===== src/pkg/fcr_regs.svh =====
// Purpose: named constants for the floppy command/result sequencer
// Assumes: byte-wide host command and result transfers
// Notes: opcodes are matched on their low five bits where flags ride above
`ifndef FCR_REGS_SVH
`define FCR_REGS_SVH

// ----------------------------------------------------------------
// Opcodes
// ----------------------------------------------------------------
`define FCR_OP_MASK 8'h1F
`define FCR_OP_SCAN_EQ 8'h11
`define FCR_OP_SCAN_LE 8'h19
`define FCR_OP_SCAN_HE 8'h1D
`define FCR_OP_RECAL 8'h07
`define FCR_OP_SENSE_INT 8'h08
`define FCR_OP_SPECIFY 8'h03
`define FCR_OP_SENSE_DRV 8'h04
`define FCR_OP_SEEK 8'h0F

// ----------------------------------------------------------------
// Field positions
// ----------------------------------------------------------------
`define FCR_BIT_MT 7
`define FCR_BIT_MF 6
`define FCR_BIT_SK 5
`define FCR_BIT_HD 2
`define FCR_BIT_US1 1
`define FCR_BIT_US0 0
`define FCR_SRT_LSB 4
`define FCR_HLT_LSB 1
`define FCR_BIT_ND 0

// ----------------------------------------------------------------
// Byte counts, indices and fixed values
// ----------------------------------------------------------------
`define FCR_LEN_SCAN 4'h9
`define FCR_LEN_ONE 4'h1
`define FCR_LEN_TWO 4'h2
`define FCR_LEN_THREE 4'h3
`define FCR_RES_SCAN 4'h7
`define FCR_RES_NONE 4'h0
`define FCR_IDX_0 4'h0
`define FCR_IDX_1 4'h1
`define FCR_IDX_2 4'h2
`define FCR_IDX_3 4'h3
`define FCR_IDX_4 4'h4
`define FCR_IDX_5 4'h5
`define FCR_IDX_6 4'h6
`define FCR_IDX_7 4'h7
`define FCR_IDX_8 4'h8
`define FCR_ST0_INVALID 8'h80
`define FCR_SENSE_IDLE 5'h1F
`define FCR_CTRL_IDLE 3'h7

`endif


===== src/pkg/fcr_pkg.sv =====
// Purpose: types and decode helpers for the floppy command/result sequencer
// Assumes: fcr_regs.svh holds every numeric constant
// Notes: opcodes outside this set decode as invalid
`include "fcr_regs.svh"

package fcr_pkg;

  typedef enum logic [2:0] {
    fcr_k_scan, fcr_k_recal, fcr_k_sense_int, fcr_k_specify,
    fcr_k_sense_drv, fcr_k_seek, fcr_k_invalid
  } fcr_kind_t;

  typedef struct packed {
    logic [7:0] opcode;
    logic multi_track_flag;
    logic density_select_flag;
    logic skip_deleted_flag;
    logic head_select;
    logic unit_select_high;
    logic unit_select_low;
    logic [7:0] cylinder;
    logic [7:0] head_addr;
    logic [7:0] sector;
    logic [7:0] size_code;
    logic [7:0] end_of_track;
    logic [7:0] gap_length;
    logic [7:0] scan_test;
    logic [3:0] step_rate_time;
    logic [3:0] head_unload_time;
    logic [6:0] head_load_time;
    logic non_dma_select;
  } fcr_cmd_t;

  typedef struct packed {
    logic [7:0] st0;
    logic [7:0] st1;
    logic [7:0] st2;
    logic [7:0] st3;
    logic [7:0] cylinder;
    logic [7:0] head_addr;
    logic [7:0] sector;
    logic [7:0] size_code;
    logic [7:0] present_cyl;
  } fcr_res_t;

  // Drive-side outputs, all active low
  typedef struct packed {
    logic head_select_n;
    logic write_data_n;
    logic write_enable_n;
    logic motor_n;
    logic drive_select_n;
    logic write_current_n;
    logic direction_n;
    logic step_n;
  } fcr_drv_out_t;

  // Drive-side sense inputs, all active low
  typedef struct packed {
    logic media_change_in_n;
    logic read_stream_in_n;
    logic write_protect_in_n;
    logic track_zero_in_n;
    logic index_n;
  } fcr_drv_in_t;

  function automatic fcr_kind_t fcr_decode(input logic [7:0] op);
    logic [7:0] low;
    low = op & `FCR_OP_MASK;
    if (low == `FCR_OP_SCAN_EQ || low == `FCR_OP_SCAN_LE || low == `FCR_OP_SCAN_HE) begin
      return fcr_k_scan;
    end
    unique case (op)
      `FCR_OP_RECAL: return fcr_k_recal;
      `FCR_OP_SENSE_INT: return fcr_k_sense_int;
      `FCR_OP_SPECIFY: return fcr_k_specify;
      `FCR_OP_SENSE_DRV: return fcr_k_sense_drv;
      `FCR_OP_SEEK: return fcr_k_seek;
      default: return fcr_k_invalid;
    endcase
  endfunction

  function automatic logic [3:0] fcr_cmd_len(input fcr_kind_t k);
    unique case (k)
      fcr_k_scan: return `FCR_LEN_SCAN;
      fcr_k_recal, fcr_k_sense_drv: return `FCR_LEN_TWO;
      fcr_k_specify, fcr_k_seek: return `FCR_LEN_THREE;
      default: return `FCR_LEN_ONE;
    endcase
  endfunction

  function automatic logic [3:0] fcr_res_len(input fcr_kind_t k);
    unique case (k)
      fcr_k_scan: return `FCR_RES_SCAN;
      fcr_k_sense_int: return `FCR_LEN_TWO;
      fcr_k_sense_drv, fcr_k_invalid: return `FCR_LEN_ONE;
      default: return `FCR_RES_NONE;
    endcase
  endfunction

endpackage


===== src/core/fcr_byte_mem.sv =====
// Purpose: small byte store for result bytes awaiting the host
// Assumes: one write and one read per cycle
// Notes: read data is registered, so a read costs one cycle
`timescale 1ns/1ps
`default_nettype none

module fcr_byte_mem #(
  parameter int WIDTH = 8,
  parameter int DEPTH = 8,
  parameter int AW = 3
) (
  // Clock and reset
  input wire logic sys_clk,
  input wire logic rst_n,
  // Write port
  input wire logic wr_en,
  input wire logic [AW-1:0] wr_addr,
  input wire logic [WIDTH-1:0] wr_data,
  // Read port
  input wire logic [AW-1:0] rd_addr,
  output logic [WIDTH-1:0] rd_data
);

  logic [WIDTH-1:0] mem [DEPTH];

  always_ff @(posedge sys_clk) begin
    if (wr_en) begin
      mem[wr_addr] <= wr_data;
    end
  end

  always_ff @(posedge sys_clk) begin
    if (!rst_n) begin
      rd_data <= '0;
    end else begin
      rd_data <= mem[rd_addr];
    end
  end

endmodule

`default_nettype wire


===== src/core/fcr_cmd_seq.sv =====
// Purpose: command/result byte sequencer and external drive pin steering
// Assumes: an execution engine outside runs each command and reports back
// Notes: no result bytes for positioning, recalibrate or timing commands
//
// Behaviour
// - Each scan command returns seven result bytes, size code last.
// - Recalibrate, specify and seek end after command bytes; no results offered.
// - Unknown opcode answers one status-0 byte, then waits for a new command.
// - Drive signals reach printer pins only while the enable bit is one.
// - External mode drives eight drive outputs, reads five sense lines.
`timescale 1ns/1ps
`default_nettype none
`include "fcr_regs.svh"

module fcr_cmd_seq import fcr_pkg::*; (
  // Clock and reset
  input wire logic sys_clk,
  input wire logic rst_n,
  // Host command and result bytes
  input wire logic cmd_wr,
  input wire logic [7:0] cmd_data,
  output logic cmd_ready,
  input wire logic res_rd,
  output logic [7:0] res_data,
  output logic res_valid,
  output logic busy,
  // Execution engine
  output logic exec_start,
  output fcr_cmd_t exec_cmd,
  input wire logic exec_done,
  input wire fcr_res_t exec_result,
  // Controller and printer logic
  input wire logic ext_drive_en,
  input wire fcr_drv_out_t drv_out,
  output fcr_drv_in_t drv_in,
  input wire logic [2:0] prn_ctrl,
  input wire logic [7:0] prn_data,
  input wire logic prn_data_drive,
  output logic [4:0] prn_status,
  // Printer port pins
  input wire logic [4:0] pp_status_in,
  output logic [4:0] pp_status_out,
  output logic pp_status_oe,
  output logic [2:0] pp_ctrl_out,
  output logic pp_ctrl_oe,
  input wire logic [7:0] pp_data_in,
  output logic [7:0] pp_data_out,
  output logic pp_data_oe
);

  // ----------------------------------------------------------------
  // Command capture
  // ----------------------------------------------------------------
  typedef enum logic [2:0] {
    st_idle, st_cmd, st_exec, st_load, st_fetch, st_show, st_wait
  } fcr_state_t;

  function automatic fcr_cmd_t fcr_capture(input fcr_cmd_t c, input logic [3:0] i,
                                           input logic [7:0] b);
    fcr_cmd_t r;
    r = c;
    unique case (i)
      `FCR_IDX_0: begin
        r = '0;
        r.opcode = b;
        r.multi_track_flag = b[`FCR_BIT_MT];
        r.density_select_flag = b[`FCR_BIT_MF];
        r.skip_deleted_flag = b[`FCR_BIT_SK];
      end
      `FCR_IDX_1: begin
        r.head_select = b[`FCR_BIT_HD];
        r.unit_select_high = b[`FCR_BIT_US1];
        r.unit_select_low = b[`FCR_BIT_US0];
        r.step_rate_time = b[7:`FCR_SRT_LSB];
        r.head_unload_time = b[`FCR_SRT_LSB-1:0];
      end
      `FCR_IDX_2: begin
        r.cylinder = b;
        r.head_load_time = b[7:`FCR_HLT_LSB];
        r.non_dma_select = b[`FCR_BIT_ND];
      end
      `FCR_IDX_3: r.head_addr = b;
      `FCR_IDX_4: r.sector = b;
      `FCR_IDX_5: r.size_code = b;
      `FCR_IDX_6: r.end_of_track = b;
      `FCR_IDX_7: r.gap_length = b;
      default: r.scan_test = b;
    endcase
    return r;
  endfunction

  function automatic logic [7:0] fcr_result_byte(input fcr_kind_t k, input logic [3:0] i,
                                                 input fcr_res_t s);
    if (k == fcr_k_invalid) begin
      return `FCR_ST0_INVALID;
    end
    if (k == fcr_k_sense_drv) begin
      return s.st3;
    end
    if (k == fcr_k_sense_int) begin
      return (i == `FCR_IDX_0) ? s.st0 : s.present_cyl;
    end
    unique case (i)
      `FCR_IDX_0: return s.st0;
      `FCR_IDX_1: return s.st1;
      `FCR_IDX_2: return s.st2;
      `FCR_IDX_3: return s.cylinder;
      `FCR_IDX_4: return s.head_addr;
      `FCR_IDX_5: return s.sector;
      default: return s.size_code;
    endcase
  endfunction

  fcr_state_t state, next_state;
  fcr_kind_t kind, next_kind, cur_kind;
  fcr_cmd_t next_cmd;
  fcr_res_t res_hold, next_res_hold;
  logic [3:0] idx, next_idx;
  logic [2:0] rd_idx, next_rd_idx;
  logic next_start, next_res_valid, next_cmd_ready, next_busy;
  logic [7:0] next_res_data, mem_wdata, mem_rdata;
  logic mem_we, cmd_acc;

  assign cmd_acc = cmd_wr && cmd_ready;

  always_comb begin
    next_state = state;
    next_kind = kind;
    next_cmd = exec_cmd;
    next_res_hold = res_hold;
    next_idx = idx;
    next_rd_idx = rd_idx;
    next_start = 1'b0;
    next_res_valid = res_valid;
    next_res_data = res_data;
    mem_we = 1'b0;
    mem_wdata = 8'h00;
    cur_kind = (state == st_idle) ? fcr_decode(cmd_data) : kind;
    unique case (state)
      st_idle, st_cmd: begin
        if (cmd_acc) begin
          next_kind = cur_kind;
          next_cmd = fcr_capture(exec_cmd, idx, cmd_data);
          if (cur_kind == fcr_k_invalid) begin
            next_state = st_load;
            next_idx = `FCR_IDX_0;
          end else if (idx == fcr_cmd_len(cur_kind) - `FCR_LEN_ONE) begin
            next_start = 1'b1;
            next_idx = `FCR_IDX_0;
            next_state = (fcr_res_len(cur_kind) == `FCR_RES_NONE) ? st_idle : st_exec;
          end else begin
            next_state = st_cmd;
            next_idx = idx + `FCR_IDX_1;
          end
        end
      end
      st_exec: begin
        if (exec_done) begin
          next_res_hold = exec_result;
          next_state = st_load;
        end
      end
      st_load: begin
        // Results staged first so the host never waits mid-sequence on the engine
        mem_we = 1'b1;
        mem_wdata = fcr_result_byte(kind, idx, res_hold);
        if (idx == fcr_res_len(kind) - `FCR_LEN_ONE) begin
          next_state = st_fetch;
          next_idx = `FCR_IDX_0;
          next_rd_idx = '0;
        end else begin
          next_idx = idx + `FCR_IDX_1;
        end
      end
      st_fetch: next_state = st_show;
      st_show: begin
        next_res_data = mem_rdata;
        next_res_valid = 1'b1;
        next_state = st_wait;
      end
      st_wait: begin
        if (res_rd) begin
          next_res_valid = 1'b0;
          if ({1'b0, rd_idx} == fcr_res_len(kind) - `FCR_LEN_ONE) begin
            next_state = st_idle;
            next_rd_idx = '0;
          end else begin
            next_state = st_fetch;
            next_rd_idx = rd_idx + 3'h1;
          end
        end
      end
      default: next_state = st_idle;
    endcase
    next_cmd_ready = (next_state == st_idle) || (next_state == st_cmd);
    next_busy = (next_state != st_idle);
  end

  always_ff @(posedge sys_clk) begin
    if (!rst_n) begin
      state <= st_idle;
      kind <= fcr_k_invalid;
      exec_cmd <= '0;
      res_hold <= '0;
      idx <= `FCR_IDX_0;
      rd_idx <= '0;
      exec_start <= 1'b0;
      res_valid <= 1'b0;
      res_data <= 8'h00;
      cmd_ready <= 1'b0;
      busy <= 1'b0;
    end else begin
      state <= next_state;
      kind <= next_kind;
      exec_cmd <= next_cmd;
      res_hold <= next_res_hold;
      idx <= next_idx;
      rd_idx <= next_rd_idx;
      exec_start <= next_start;
      res_valid <= next_res_valid;
      res_data <= next_res_data;
      cmd_ready <= next_cmd_ready;
      busy <= next_busy;
    end
  end

  fcr_byte_mem #(.WIDTH(8), .DEPTH(8), .AW(3)) u_res_mem (
    .sys_clk(sys_clk),
    .rst_n(rst_n),
    .wr_en(mem_we),
    .wr_addr(idx[2:0]),
    .wr_data(mem_wdata),
    .rd_addr(rd_idx),
    .rd_data(mem_rdata)
  );

  // ----------------------------------------------------------------
  // Printer port steering
  // ----------------------------------------------------------------
  logic [4:0] next_status_out, next_prn_status;
  logic [2:0] next_ctrl_out;
  logic [7:0] next_data_out;
  logic next_status_oe, next_data_oe;
  fcr_drv_in_t next_drv_in;

  always_comb begin
    next_status_oe = ext_drive_en;
    next_status_out = {drv_out.head_select_n, drv_out.write_data_n, drv_out.write_enable_n,
                       drv_out.motor_n, drv_out.drive_select_n};
    next_ctrl_out = ext_drive_en ?
                    {drv_out.write_current_n, drv_out.direction_n, drv_out.step_n} :
                    prn_ctrl;
    // Data lines turn around to inputs so the drive can drive its sense lines
    next_data_oe = prn_data_drive && !ext_drive_en;
    next_data_out = prn_data;
    next_drv_in = ext_drive_en ? fcr_drv_in_t'(pp_data_in[4:0]) :
                  fcr_drv_in_t'(`FCR_SENSE_IDLE);
    next_prn_status = ext_drive_en ? `FCR_SENSE_IDLE : pp_status_in;
  end

  always_ff @(posedge sys_clk) begin
    if (!rst_n) begin
      pp_status_oe <= 1'b0;
      pp_status_out <= `FCR_SENSE_IDLE;
      pp_ctrl_out <= `FCR_CTRL_IDLE;
      pp_ctrl_oe <= 1'b0;
      pp_data_oe <= 1'b0;
      pp_data_out <= 8'h00;
      drv_in <= fcr_drv_in_t'(`FCR_SENSE_IDLE);
      prn_status <= `FCR_SENSE_IDLE;
    end else begin
      pp_status_oe <= next_status_oe;
      pp_status_out <= next_status_out;
      pp_ctrl_out <= next_ctrl_out;
      pp_ctrl_oe <= 1'b1;
      pp_data_oe <= next_data_oe;
      pp_data_out <= next_data_out;
      drv_in <= next_drv_in;
      prn_status <= next_prn_status;
    end
  end

  // ----------------------------------------------------------------
  // Checks
  // ----------------------------------------------------------------
  a_scan_seven_load: assert property (@(posedge sys_clk) disable iff (!rst_n)
    (state == st_load && kind == fcr_k_scan && idx == `FCR_IDX_0) |-> ##7 state == st_fetch)
    else $error("scan result staging not seven bytes");
  a_scan_size_last: assert property (@(posedge sys_clk) disable iff (!rst_n)
    (state == st_wait && kind == fcr_k_scan && rd_idx == 3'h6) |-> res_data == res_hold.size_code)
    else $error("scan last result byte is not size code");
  a_no_result_cmds: assert property (@(posedge sys_clk) disable iff (!rst_n)
    (exec_start && (kind == fcr_k_recal || kind == fcr_k_specify || kind == fcr_k_seek))
      |-> (!res_valid && state != st_load) [*4])
    else $error("result offered for a command without results");
  a_invalid_answer: assert property (@(posedge sys_clk) disable iff (!rst_n)
    (cmd_acc && state == st_idle && fcr_decode(cmd_data) == fcr_k_invalid)
      |-> ##[1:6] (res_valid && res_data == `FCR_ST0_INVALID))
    else $error("invalid opcode not answered with status 0");
  a_status_pins_mode: assert property (@(posedge sys_clk) disable iff (!rst_n)
    ##1 (pp_status_oe == $past(ext_drive_en) && (pp_data_oe -> !$past(ext_drive_en))))
    else $error("printer status pins steered against enable");
  a_ctrl_pins_drive: assert property (@(posedge sys_clk) disable iff (!rst_n)
    ext_drive_en |=> (pp_ctrl_out[0] == $past(drv_out.step_n)
                      && drv_in.index_n == $past(pp_data_in[0])))
    else $error("drive signals not mapped onto printer pins");
  a_start_after_last: assert property (@(posedge sys_clk) disable iff (!rst_n)
    exec_start |-> $past(cmd_acc))
    else $error("execution began without a final command byte");
  a_one_at_time: assert property (@(posedge sys_clk) disable iff (!rst_n)
    (res_valid && res_rd) |=> !res_valid ##1 !res_valid)
    else $error("next result byte presented too early");

endmodule

`default_nettype wire


===== config.mk =====
export PLATFORM = sky130hd
export DESIGN_NAME = fcr_cmd_seq
export DESIGN_NICKNAME = d
export VERILOG_FILES = /design/src/pkg/fcr_pkg.sv /design/src/core/fcr_byte_mem.sv /design/src/core/fcr_cmd_seq.sv
export VERILOG_INCLUDE_DIRS = /design/src /design/src/pkg
export SDC_FILE = /design/constraint.sdc
export NUM_CORES = 1
export LEC_CHECK = 0
export BUFFER_PORTS_ARGS = -buffer_cell sky130_fd_sc_hd__buf_2
export CORE_MARGIN = 3
export CORE_UTILIZATION = 54
export CTS_CLUSTER_SIZE = 40
export DETAILED_ROUTE_END_ITERATION = 10
export PLACE_DENSITY = 0.85
export SLEW_MARGIN = 20
export SYNTH_ARGS = -nofsm -noshare
export SYNTH_HDL_FRONTEND = slang
export SYNTH_HIERARCHICAL = 1
export SYNTH_SLANG_ARGS = --single-unit

===== constraint.sdc =====
create_clock -name sys_clk -period 3.9 [get_ports sys_clk]
set_clock_uncertainty 0.2 [all_clocks]
set_input_delay 1.17 -clock sys_clk [delete_from_list [all_inputs] [get_ports sys_clk]]
set_output_delay 1.17 -clock sys_clk [all_outputs]
set_load 0.01 [all_outputs]

* Yosys cells after proc, flatten, opt, wreduce, memory -nomap -nowiden
Memory sizes are Yosys's and may differ from the RTL's. A register that Yosys moved wholly into a read port is not among the register bits. Index checks and enable logic that the tools add are counted.
Word-level totals: flip-flop bits (word level) 212, bits in latches 0, bits in writable memories 64, bits in read-only memories 0, input bits 119, memories kept 1
Cells by class: add/sub/neg operators 5, multiply operators 0, divide/modulo/power cells 0, magnitude comparators 0, equal/unequal tests 37, shifts and indexed selects 0, muxes and demuxes 71, bitwise logic cells 4, reductions and logical operators 47
Memories:
- u_res_mem.mem | words 8, width 8, rd ports 1, clocked after Yosys merged registers in 1, write ports 1, line fcr_byte_mem.sv:24 | logic [WIDTH-1:0] mem [DEPTH];
Operators with widths (count):
- $pmux W8 S2 | 8
- $mux W8 | 8
- $mux W4 | 14
- $pmux W8 S6 | 1
- $mux W3 | 12
- $reduce_and A3 Y1 | 10
- $eq A3 B3 Y1 const B | 8
- $reduce_bool A2 Y1 | 10
- $pmux W3 S3 | 2
- $pmux W3 S6 | 1
- $eq A4 B3 Y1 const B | 4
- $eq A8 B3 Y1 const B | 2
- $eq A8 B4 Y1 const B | 2
- $mux W1 | 16
- $eq A3 B2 Y1 const B | 5
- $eq A5 B5 Y1 const B | 3
- $pmux W3 S5 | 1
- $logic_not A3 Y1 | 4
- $pmux W3 S2 | 2
- $pmux W4 S3 | 1
- $reduce_or A2 Y1 | 6
- $sub A4 B1 Y4 const B | 3
- $reduce_and A2 Y1 | 5
- $eq A3 B1 Y1 const B | 3
- 19 further kinds | 33

* Longest topological paths before layout
Gate-level depths: netlist of run 1.
depth after elaboration 26, gate-level depth with buffers 12

* Cells and area by module
The synthesis of run 1 kept the hierarchy.
By module, submodules not included:
- fcr_cmd_seq | instances 1, cells an instance 1009, area each 8575.7 µm², sequential area each 3963.8 µm²
- fcr_byte_mem | instances 1, cells an instance 135, area each 2692.6 µm², sequential area each 2082.0 µm²

* Worst setup path after synthesis of run 1
No wires, ideal clock.
kind input to register, start input port cmd_data[5], end register idx[0], setup time 128 ps, arrival 3332 ps, data required time 3572 ps, slack 239 ps, stages on the path 12, buffers on the path 2, cell sequence clkbuf_2 -> nor4_4 -> a41o_1 -> clkbuf_1 -> xnor2_1 -> nor2_1 -> ha_1 -> xor2_1 -> and2_1 -> o21ai_0 -> a21oi_1 -> nor3_1
On the way: cells in the longest elaborated chain, start to end 16
RTL lines:
- start: declaration | line fcr_cmd_seq.sv:21 | input wire logic [7:0] cmd_data,
- $eq A8 B4 Y1 (tied with other cells) | line fcr_pkg.sv:73 | unique case (op)
- $pmux W3 S5 (*) | line fcr_pkg.sv:73
- $mux W3 (*) | line fcr_pkg.sv:73
- $mux W3 (*) | line fcr_cmd_seq.sv:138 | cur_kind = (state == st_idle) ? fcr_decode(cmd_data) : kind;
- $eq A3 B2 Y1 (tied with other cells) | line fcr_pkg.sv:84 | unique case (k)
- $reduce_or A2 Y1 | line fcr_pkg.sv:84
- $pmux W4 S3 | line fcr_pkg.sv:84
- $mux W4 | line fcr_cmd_seq.sv:144 | if (cur_kind == fcr_k_invalid) begin
- $mux W4 | line fcr_cmd_seq.sv:141 | if (cmd_acc) begin
- $mux W4 | line fcr_cmd_seq.sv:139 | unique case (state)
- $sub A4 B1 Y4 (no line)
- $eq A4 B4 Y1 (no line)
- $mux W4 | line fcr_cmd_seq.sv:147 | end else if (idx == fcr_cmd_len(cur_kind) - `FCR_LEN_ONE) begin
- $mux W4 (*) | line fcr_cmd_seq.sv:144
- $mux W4 (*) | line fcr_cmd_seq.sv:141
- $pmux W4 S2 (*) | line fcr_cmd_seq.sv:139
- end signal: assignment | line fcr_cmd_seq.sv:205 | idx <= `FCR_IDX_0;
- end signal: assignment | line fcr_cmd_seq.sv:217 | idx <= next_idx;
- end: declaration | line fcr_cmd_seq.sv:118 | logic [3:0] idx, next_idx;
Mark *: on every way between the ends. The rest lies on a longest branch, timed or not. The select of a mux whose other input is x is not followed. A chain may end at the register's enable or synchronous reset.

* Worst setup path in the final report of run 1
start input port cmd_data[4], end register idx[2]
On the way: cells in the longest elaborated chain, start to end 18
RTL lines (line):
- branches (longest 4 deep; another with $eq A8 B4 Y1)
- $mux W3 (*) | fcr_pkg.sv:73
- $mux W3 (*) | fcr_cmd_seq.sv:138
- $eq A3 B2 Y1 (tied with other cells) | fcr_pkg.sv:84
- $reduce_or A2 Y1 | fcr_pkg.sv:84
- $pmux W4 S3 | fcr_pkg.sv:84
- $mux W4 | fcr_cmd_seq.sv:144
- $mux W4 | fcr_cmd_seq.sv:141
- $mux W4 | fcr_cmd_seq.sv:139
- $sub A4 B1 Y4 (no line)
- $eq A4 B4 Y1 (no line)
- $mux W4 | fcr_cmd_seq.sv:147
- $mux W4 (*) | fcr_cmd_seq.sv:144
- $mux W4 (*) | fcr_cmd_seq.sv:141
- $pmux W4 S2 (*) | fcr_cmd_seq.sv:139
Every way passes the cells marked *. The select of a mux whose other input is x is not followed.

==> summary.txt, run 1 <==
Layout
  • Cell area after layout: 0.01346 mm^2
  • ANT cells: 0
  • Share of layout cells above drive strength 1: 0.2522
  • Synthesis-to-layout area growth: 19.45%
  • Post-layout nets: 1471

Synth
  • Yosys Warn Count: 6
  • Largest cells by area after synthesis: dfxtp_1, edfxtp_1, nand2_1
  • Mapped Nets: 1269
  • Post-synth EDFFs: 64
  • Fraction of registers with async set or reset after synthesis: 0
  • Post-synth top area share: 0.3660
  • Netlist cell types: 68
  • Sequential area share after synthesis: 0.5365
  • Post-synth top area cell: dfxtp_1
  • Average size of a mapped cell: 9.850 um^2
  • FF+latch count, synth: 270
  • Post-synth top flop: dfxtp_1
  • Netlist Area Pre-Place: 0.01127 mm^2
  • Mapped Cells: 1144

Global routing
  • GR Util All Layers: 0.2433
  • Initial antenna violation count: 0
  • Busiest grt layer: met2
  • Global route overflow: 0
  • Vias in the first global route: 8563
  • Met1 usage: 0.3339
  • Largest net degree at the start of global routing: 76
  • First-pass GRT wire length: 44360 um
  • GR Util met3: 0.03040
  • Met2 Track Usage GR: 0.4041

Die
  • Cell row count: 52
  • Boundary pin count: 246
  • Die Height: 150.5 um
  • Initial Utilization: 0.5533
  • Die width: 150.5 um
  • Die area: 0.02264 mm^2
  • Core area: 0.02036 mm^2

Route
  • Pre-antenna DRT Iters: 7
  • Detailed Route WL: 28560 um
  • Drt drc: 0
  • Starting DRT DRC Count: 830
  • Vias: 9124
  • WL/cell: 17.48 um
  • Antenna Violating Nets Remaining: 0
  • Vias per std cell: 5.584

Critical path
  • Max Fanout on Critical Path: 5
  • CP startpoint: cmd_data[4]
  • Worst r2r src: idx[2]$_SDFFE_PN0P_
  • CP Class: input pin to flip-flop
  • Startpoint types: input pin
  • R2R setup slack: 0.68 ns
  • CP endpoint kind: flip-flop
  • Worst-case reg-to-reg path depth: 7
  • WP data arrival: 3.53 ns
  • CP required: 4.09 ns
  • Critical Path End: idx[2]$_SDFFE_PN0P_
  • FF-to-FF End: u_res_mem/mem[5][3]$_DFFE_PP_

Timing
  • RSZ-0062 raised after global routing: no
  • Fin crit share: 0.8557
  • Achievable frequency: 299.7 MHz
  • Final slew viol count: 0
  • Setup TNS: 0 ns
  • Final setup viols: 0
  • Final hold vios: 0
  • Final min period: 3.337 ns
  • Relative slew slack: 0.3834
  • Worst slew pin tran: 0.9215 ns

Clocking
  • Clock latency on the worst-skew pair: 0.52 ns
  • CTS sink cnt: 270
  • Number of CTS-inserted buffers: 27
  • Post-CTS Setup Inserts: 0
  • Max Buffers Root-to-Sink: 3
  • Worst-path clk slew: 0.06 ns
  • H-Tree Depth: 1
  • CTS tree: yes
  • CTS-repair resized insts: 0
  • Hold-fix buffers at CTS: 0
  • Clock root buffer: clkbuf_16

Placed design
  • DPL Wire Length: 19470 um
  • Routability cong.: 0.8635
  • Port Buffers: 242
  • Instance area after placement: 0.01260 mm^2

Power and ir drop
  • LEAKAGE: 5.403 nW
  • Pwr/cell area: 541.7 mW/mm^2
  • Maximum vdd drop: 0.3207 mV

Hold path
  • Hold WC Path Type: flip-flop to flip-flop

Flow run
  • # Max-Cap Violations: 0

Run status
  • Status: complete, no violations
## registers in the layout (all words and copies together), names as in the netlist, 8 cells and up
signal and cells:
exec_cmd 72, pp_data_out 8, res_data 8, res_hold 72
u_res_mem/mem 64, u_res_mem/rd_data 8
## per-layer routing
layer | wire length, um | vias to the layer above
li1 | - | 4385
met1 | 12030 | 4253
met2 | 13420 | 424
met3 | 2338 | 62
met4 | 782 | 0
met5 | 0 | -
## final cells by class
cell class	count	area [um^2]
fillers	1569	6904
flip-flops and latches	270	6046
multi-input cells	772	4735
repair buffers	270	1461
clock buffers	35	745.7
well taps	270	337.8
clock inverters	12	116.4
inverters	5	18.77
## critical path, cell delays in order
cell	delay, ns
buf_2	0.16
nor4_4	0.36
o21ai_1	0.20
a22o_2	0.28
xnor2_1	0.16
nor2_1	0.06
ha_1	0.29
xor2_1	0.17
and2_1	0.18
o21ai_0	0.10
a21oi_1	0.29
nor3_1	0.11
## per-stage QoR
step / util / total power [mW] / hold slack [ns] / std cells / worst slack, ns
2_1_floorplan: - / 4.301 / 0.2390 / 1144 / 0.2391
3_3_place_gp: 0.6186 / 4.750 / 0.2449 / 1587 / 0.03303
3_5_place_dp: 0.6186 / 4.795 / 0.2525 / 1587 / 0.06921
4_1_cts: 0.6610 / 7.314 / 0.2608 / 1634 / 0.5984
5_1_grt: 0.6610 / 7.614 / 0.2807 / 1634 / 0.3644
6_report: 0.6610 / 7.291 / 0.2588 / 1634 / 0.5628
## logic make-up (layout without fill, tap and decap cells)
group                      count (synthesis)  count (layout)  synth area share
DFF                                      270             270            0.5365
buffers and inverters                    102             322           0.04364
xor gates and xnor gates                   6               6          0.004664
muxes                                     38              38           0.04264
and+or+nand+nor                          475             475            0.1995
AOI/OAI and AO/OA                        247             247            0.1663
adders and majority gates                  6               6          0.006662
## placed cells by master (no fill, tap or decap), types with 27 or more instances in the layout
cell / instances
edfxtp_1: 64
mux2i_1: 30
dfxtp_1: 206
buf_2: 241
a22oi_1: 45
a21boi_0: 115
nand3_1: 48
clkbuf_16: 27
nor2b_1: 49
nand2_1: 257
## worst min path at each step
stage	end	start	cells past startpoint
4_1_cts	res_hold[47]$_SDFFE_PN0P_	res_hold[47]$_SDFFE_PN0P_	2
2_1_floorplan	res_hold[4]$_SDFFE_PN0P_	res_hold[4]$_SDFFE_PN0P_	2
5_1_grt	res_hold[30]$_SDFFE_PN0P_	res_hold[30]$_SDFFE_PN0P_	2
3_5_place_dp	res_hold[47]$_SDFFE_PN0P_	res_hold[47]$_SDFFE_PN0P_	2
6_report	res_valid$_SDFFE_PN0P_	res_valid$_SDFFE_PN0P_	2
3_3_place_gp	res_hold[4]$_SDFFE_PN0P_	res_hold[4]$_SDFFE_PN0P_	2
## Yosys cell counts (3+ instances only)
library cell  count
nand2_1         258
dfxtp_1         206
a21boi_0        115
edfxtp_1         64
clkbuf_1         53
nor2b_1          49
nand3_1          48
a22oi_1          45
mux2i_1          30
nor2_1           26
a21oi_1          21
and2_1           21
nand2b_1         17
buf_4            16
buf_2            14
nor3_1           13
o21ai_0          11
buf_1             9
mux4_2            8
o211a_1           8
or2_2             8
a222oi_1          6
a31oi_1           6
and3_1            6
ha_1              6
nand4_1           6
o211ai_1          6
inv_1             5
buf_6             4
xnor2_1           4
a22o_1            3
nor3b_1           3
## power by group
part	total [mW]	switching [mW]	leakage, nW	internal (mW)
Clock	2.53	1.05	0.436	1.48
Combinational	1.62	1.00	2.58	0.625
Sequential	3.14	0.132	2.39	3.01
Total	7.29	2.18	5.40	5.11
Power figures use the tool's default switching activity.
==> run 2: changes to the inputs <==
==> constraint.sdc (replaced) <==
create_clock -name sys_clk -period 3.8 [get_ports sys_clk]
set_clock_uncertainty 0.2 [all_clocks]
set_input_delay 1.14 -clock sys_clk [delete_from_list [all_inputs] [get_ports sys_clk]]
set_output_delay 1.14 -clock sys_clk [all_outputs]
set_load 0.01 [all_outputs]
==> run 2 against run 1 <==
Global-route usage fell by 0.35 points. Design area rose by 0.60%. Via count rose by 0.18%. Die area unchanged. Sequential share of layout area down 0.27 points. Critical path type unchanged. First-iteration DRC count is 2.7% higher. Count of clock-buffer cells in the layout is 8 higher. Sequential power is 3% higher. Clock power grew 6%. Worst hold slack improved by 0.0030 ns.
==> summary.txt, run 2 (synthesis results as in run 1) <==
Timing
  • Final setup viols: 0
  • Worst slew pin tran: 0.9785 ns
  • Final slew viol count: 0
  • Hold_ws: 0.2618 ns
  • Relative slew slack: 0.3452
  • Setup TNS: 0 ns
  • Setup ws final: 0.4405 ns
  • Final hold vios: 0
  • Achievable frequency: 297.7 MHz
  • Final min period: 3.359 ns
  • RSZ-0062 raised after global routing: no
  • Fin crit share: 0.8841

Power and ir drop
  • LEAKAGE: 5.444 nW
  • Maximum vdd drop: 0.3445 mV
  • Pwr/cell area: 559.5 mW/mm^2

Route
  • Antenna Violating Nets Remaining: 0
  • Pre-antenna DRT Iters: 6
  • Starting DRT DRC Count: 852
  • WL/cell: 17.07 um
  • Detailed Route WL: 28070 um
  • Vias: 9140
  • Vias per std cell: 5.556
  • Drt drc: 0

Die
  • Die width: 150.5 um
  • Boundary pin count: 246
  • Die Height: 150.5 um
  • Die area: 0.02264 mm^2
  • Core area: 0.02036 mm^2
  • Initial Utilization: 0.5533
  • Cell row count: 52

Run status
  • Status: complete, no violations

Critical path
  • CP Class: input pin to flip-flop
  • CP endpoint kind: flip-flop
  • CP required: 4.01 ns
  • Worst r2r src: idx[1]$_SDFFE_PN0P_
  • Worst-case reg-to-reg path depth: 10
  • FF-to-FF End: u_res_mem/mem[1][4]$_DFFE_PP_
  • Startpoint types: input pin
  • R2R setup slack: 0.66 ns
  • Max Fanout on Critical Path: 4
  • WP data arrival: 3.57 ns

Hold path
  • Beginning of the worst hold path: res_hold[4]$_SDFFE_PN0P_
  • Hold Path Cell Cnt: 2
  • WHS Endpoint: res_hold[4]$_SDFFE_PN0P_
  • Hold WC Path Type: flip-flop to flip-flop

Layout
  • Most common cell after layout, fill and taps aside: nand2_1
  • Share of layout cells above drive strength 1: 0.2560
  • Post-layout nets: 1478
  • Top flop regs: exec_cmd (72), res_hold (72), u_res_mem/mem (64)
  • ANT cells: 0
  • Cell area after layout: 0.01354 mm^2
  • Synthesis-to-layout area growth: 20.18%
  • Fill cell count: 1544
  • Highest-count cells in the layout ignoring fill and taps: nand2_1, buf_2, dfxtp_1

Placed design
  • Post-placement setup slack: -0.04276 ns
  • Port Buffers: 242
  • Instance area after placement: 0.01263 mm^2
  • DPL Wire Length: 19370 um
  • Routability cong.: 0.8578

Global routing
  • Vias in the first global route: 8545
  • Initial antenna violation count: 0
  • Global route overflow: 0
  • GR Util All Layers: 0.2398
  • Largest net degree at the start of global routing: 108
  • First-pass GRT wire length: 43780 um

Clocking
  • CTS-repair resized insts: 0
  • Hold-fix buffers at CTS: 0
  • CTS tree: yes
  • H-Tree Depth: 1
  • Clock latency on the worst-skew pair: 0.53 ns
  • Worst-path clk slew: 0.06 ns
  • Number of CTS-inserted buffers: 28
  • Max Buffers Root-to-Sink: 3
  • CTS sink cnt: 270
  • Post-CTS Setup Inserts: 0
  • Clock root buffer: clkbuf_16

Flow run
  • # Max-Cap Violations: 0
## run 2: changes by cell type in the layout (fill, tap and decap cells not counted), sizes merged
| cell | delta |
|---|---|
| clkbuf | +8 |
| bufinv | -1 |
| clkinvlp | +1 |
| inv | -1 |
| buf | +6 |
| clkinv | -2 |
## run 2: per-layer routing
layer  wire length, um  global-route usage  vias up
met2             12890              0.3873      409
met3              2399             0.04275       58
met1             11960              0.3264     4292
li1                  -                   -     4381
met5                 0                   0        -
met4               819             0.08326        0
## run 2: power breakdown
| group | leakage (nW) | total [mW] | internal (mW) | switching (mW) |
|---|---|---|---|---|
| Combinational | 2.61 | 1.69 | 0.650 | 1.04 |
| Sequential | 2.39 | 3.22 | 3.09 | 0.129 |
| Clock | 0.453 | 2.67 | 1.58 | 1.09 |
| Total | 5.44 | 7.58 | 5.31 | 2.26 |
## run 2: worst max-delay path by stage
stage	startpoint	slack, ns	cells past startpoint	to
2_1_floorplan	cmd_data[5]	0.17	12	idx[0]$_SDFFE_PN0P_
3_3_place_gp	cmd_data[4]	0.03	12	idx[1]$_SDFFE_PN0P_
3_5_place_dp	cmd_data[4]	-0.04	12	idx[0]$_SDFFE_PN0P_
4_1_cts	cmd_data[4]	0.49	12	idx[0]$_SDFFE_PN0P_
5_1_grt	cmd_data[4]	0.34	12	idx[2]$_SDFFE_PN0P_
6_report	cmd_data[4]	0.44	12	idx[0]$_SDFFE_PN0P_
## run 2: final cells by class
cell class                      instances  area, um^2  share of cell area
Clock buffer                           43       832.0             0.06144
Clock inverter                          9       78.83            0.005821
Inverter                                5       18.77            0.001386
Multi-Input combinational cell        772        4735              0.3496
Sequential cell                       270        6046              0.4465
Tap cell                              270       337.8             0.02495
Timing Repair Buffer                  276        1494              0.1103
## run 2: worst max-delay path, cell delays in order
cell	delay, ns
buf_2	0.14
nor4_4	0.39
o21ai_1	0.21
a22o_2	0.29
xnor2_1	0.15
nor2_1	0.06
ha_1	0.30
xor2_1	0.17
and2_1	0.19
o21ai_0	0.11
a21oi_1	0.31
nor3_1	0.11
## run 2: metrics by stage
stage	util	total power, mW	std cells
after global placement	0.6202	4.891	1593
after CTS	0.6650	7.580	1645
final	0.6650	7.577	1645
after floorplan	-	4.415	1144
after global routing	0.6650	7.905	1645
after detailed placement	0.6202	4.932	1593
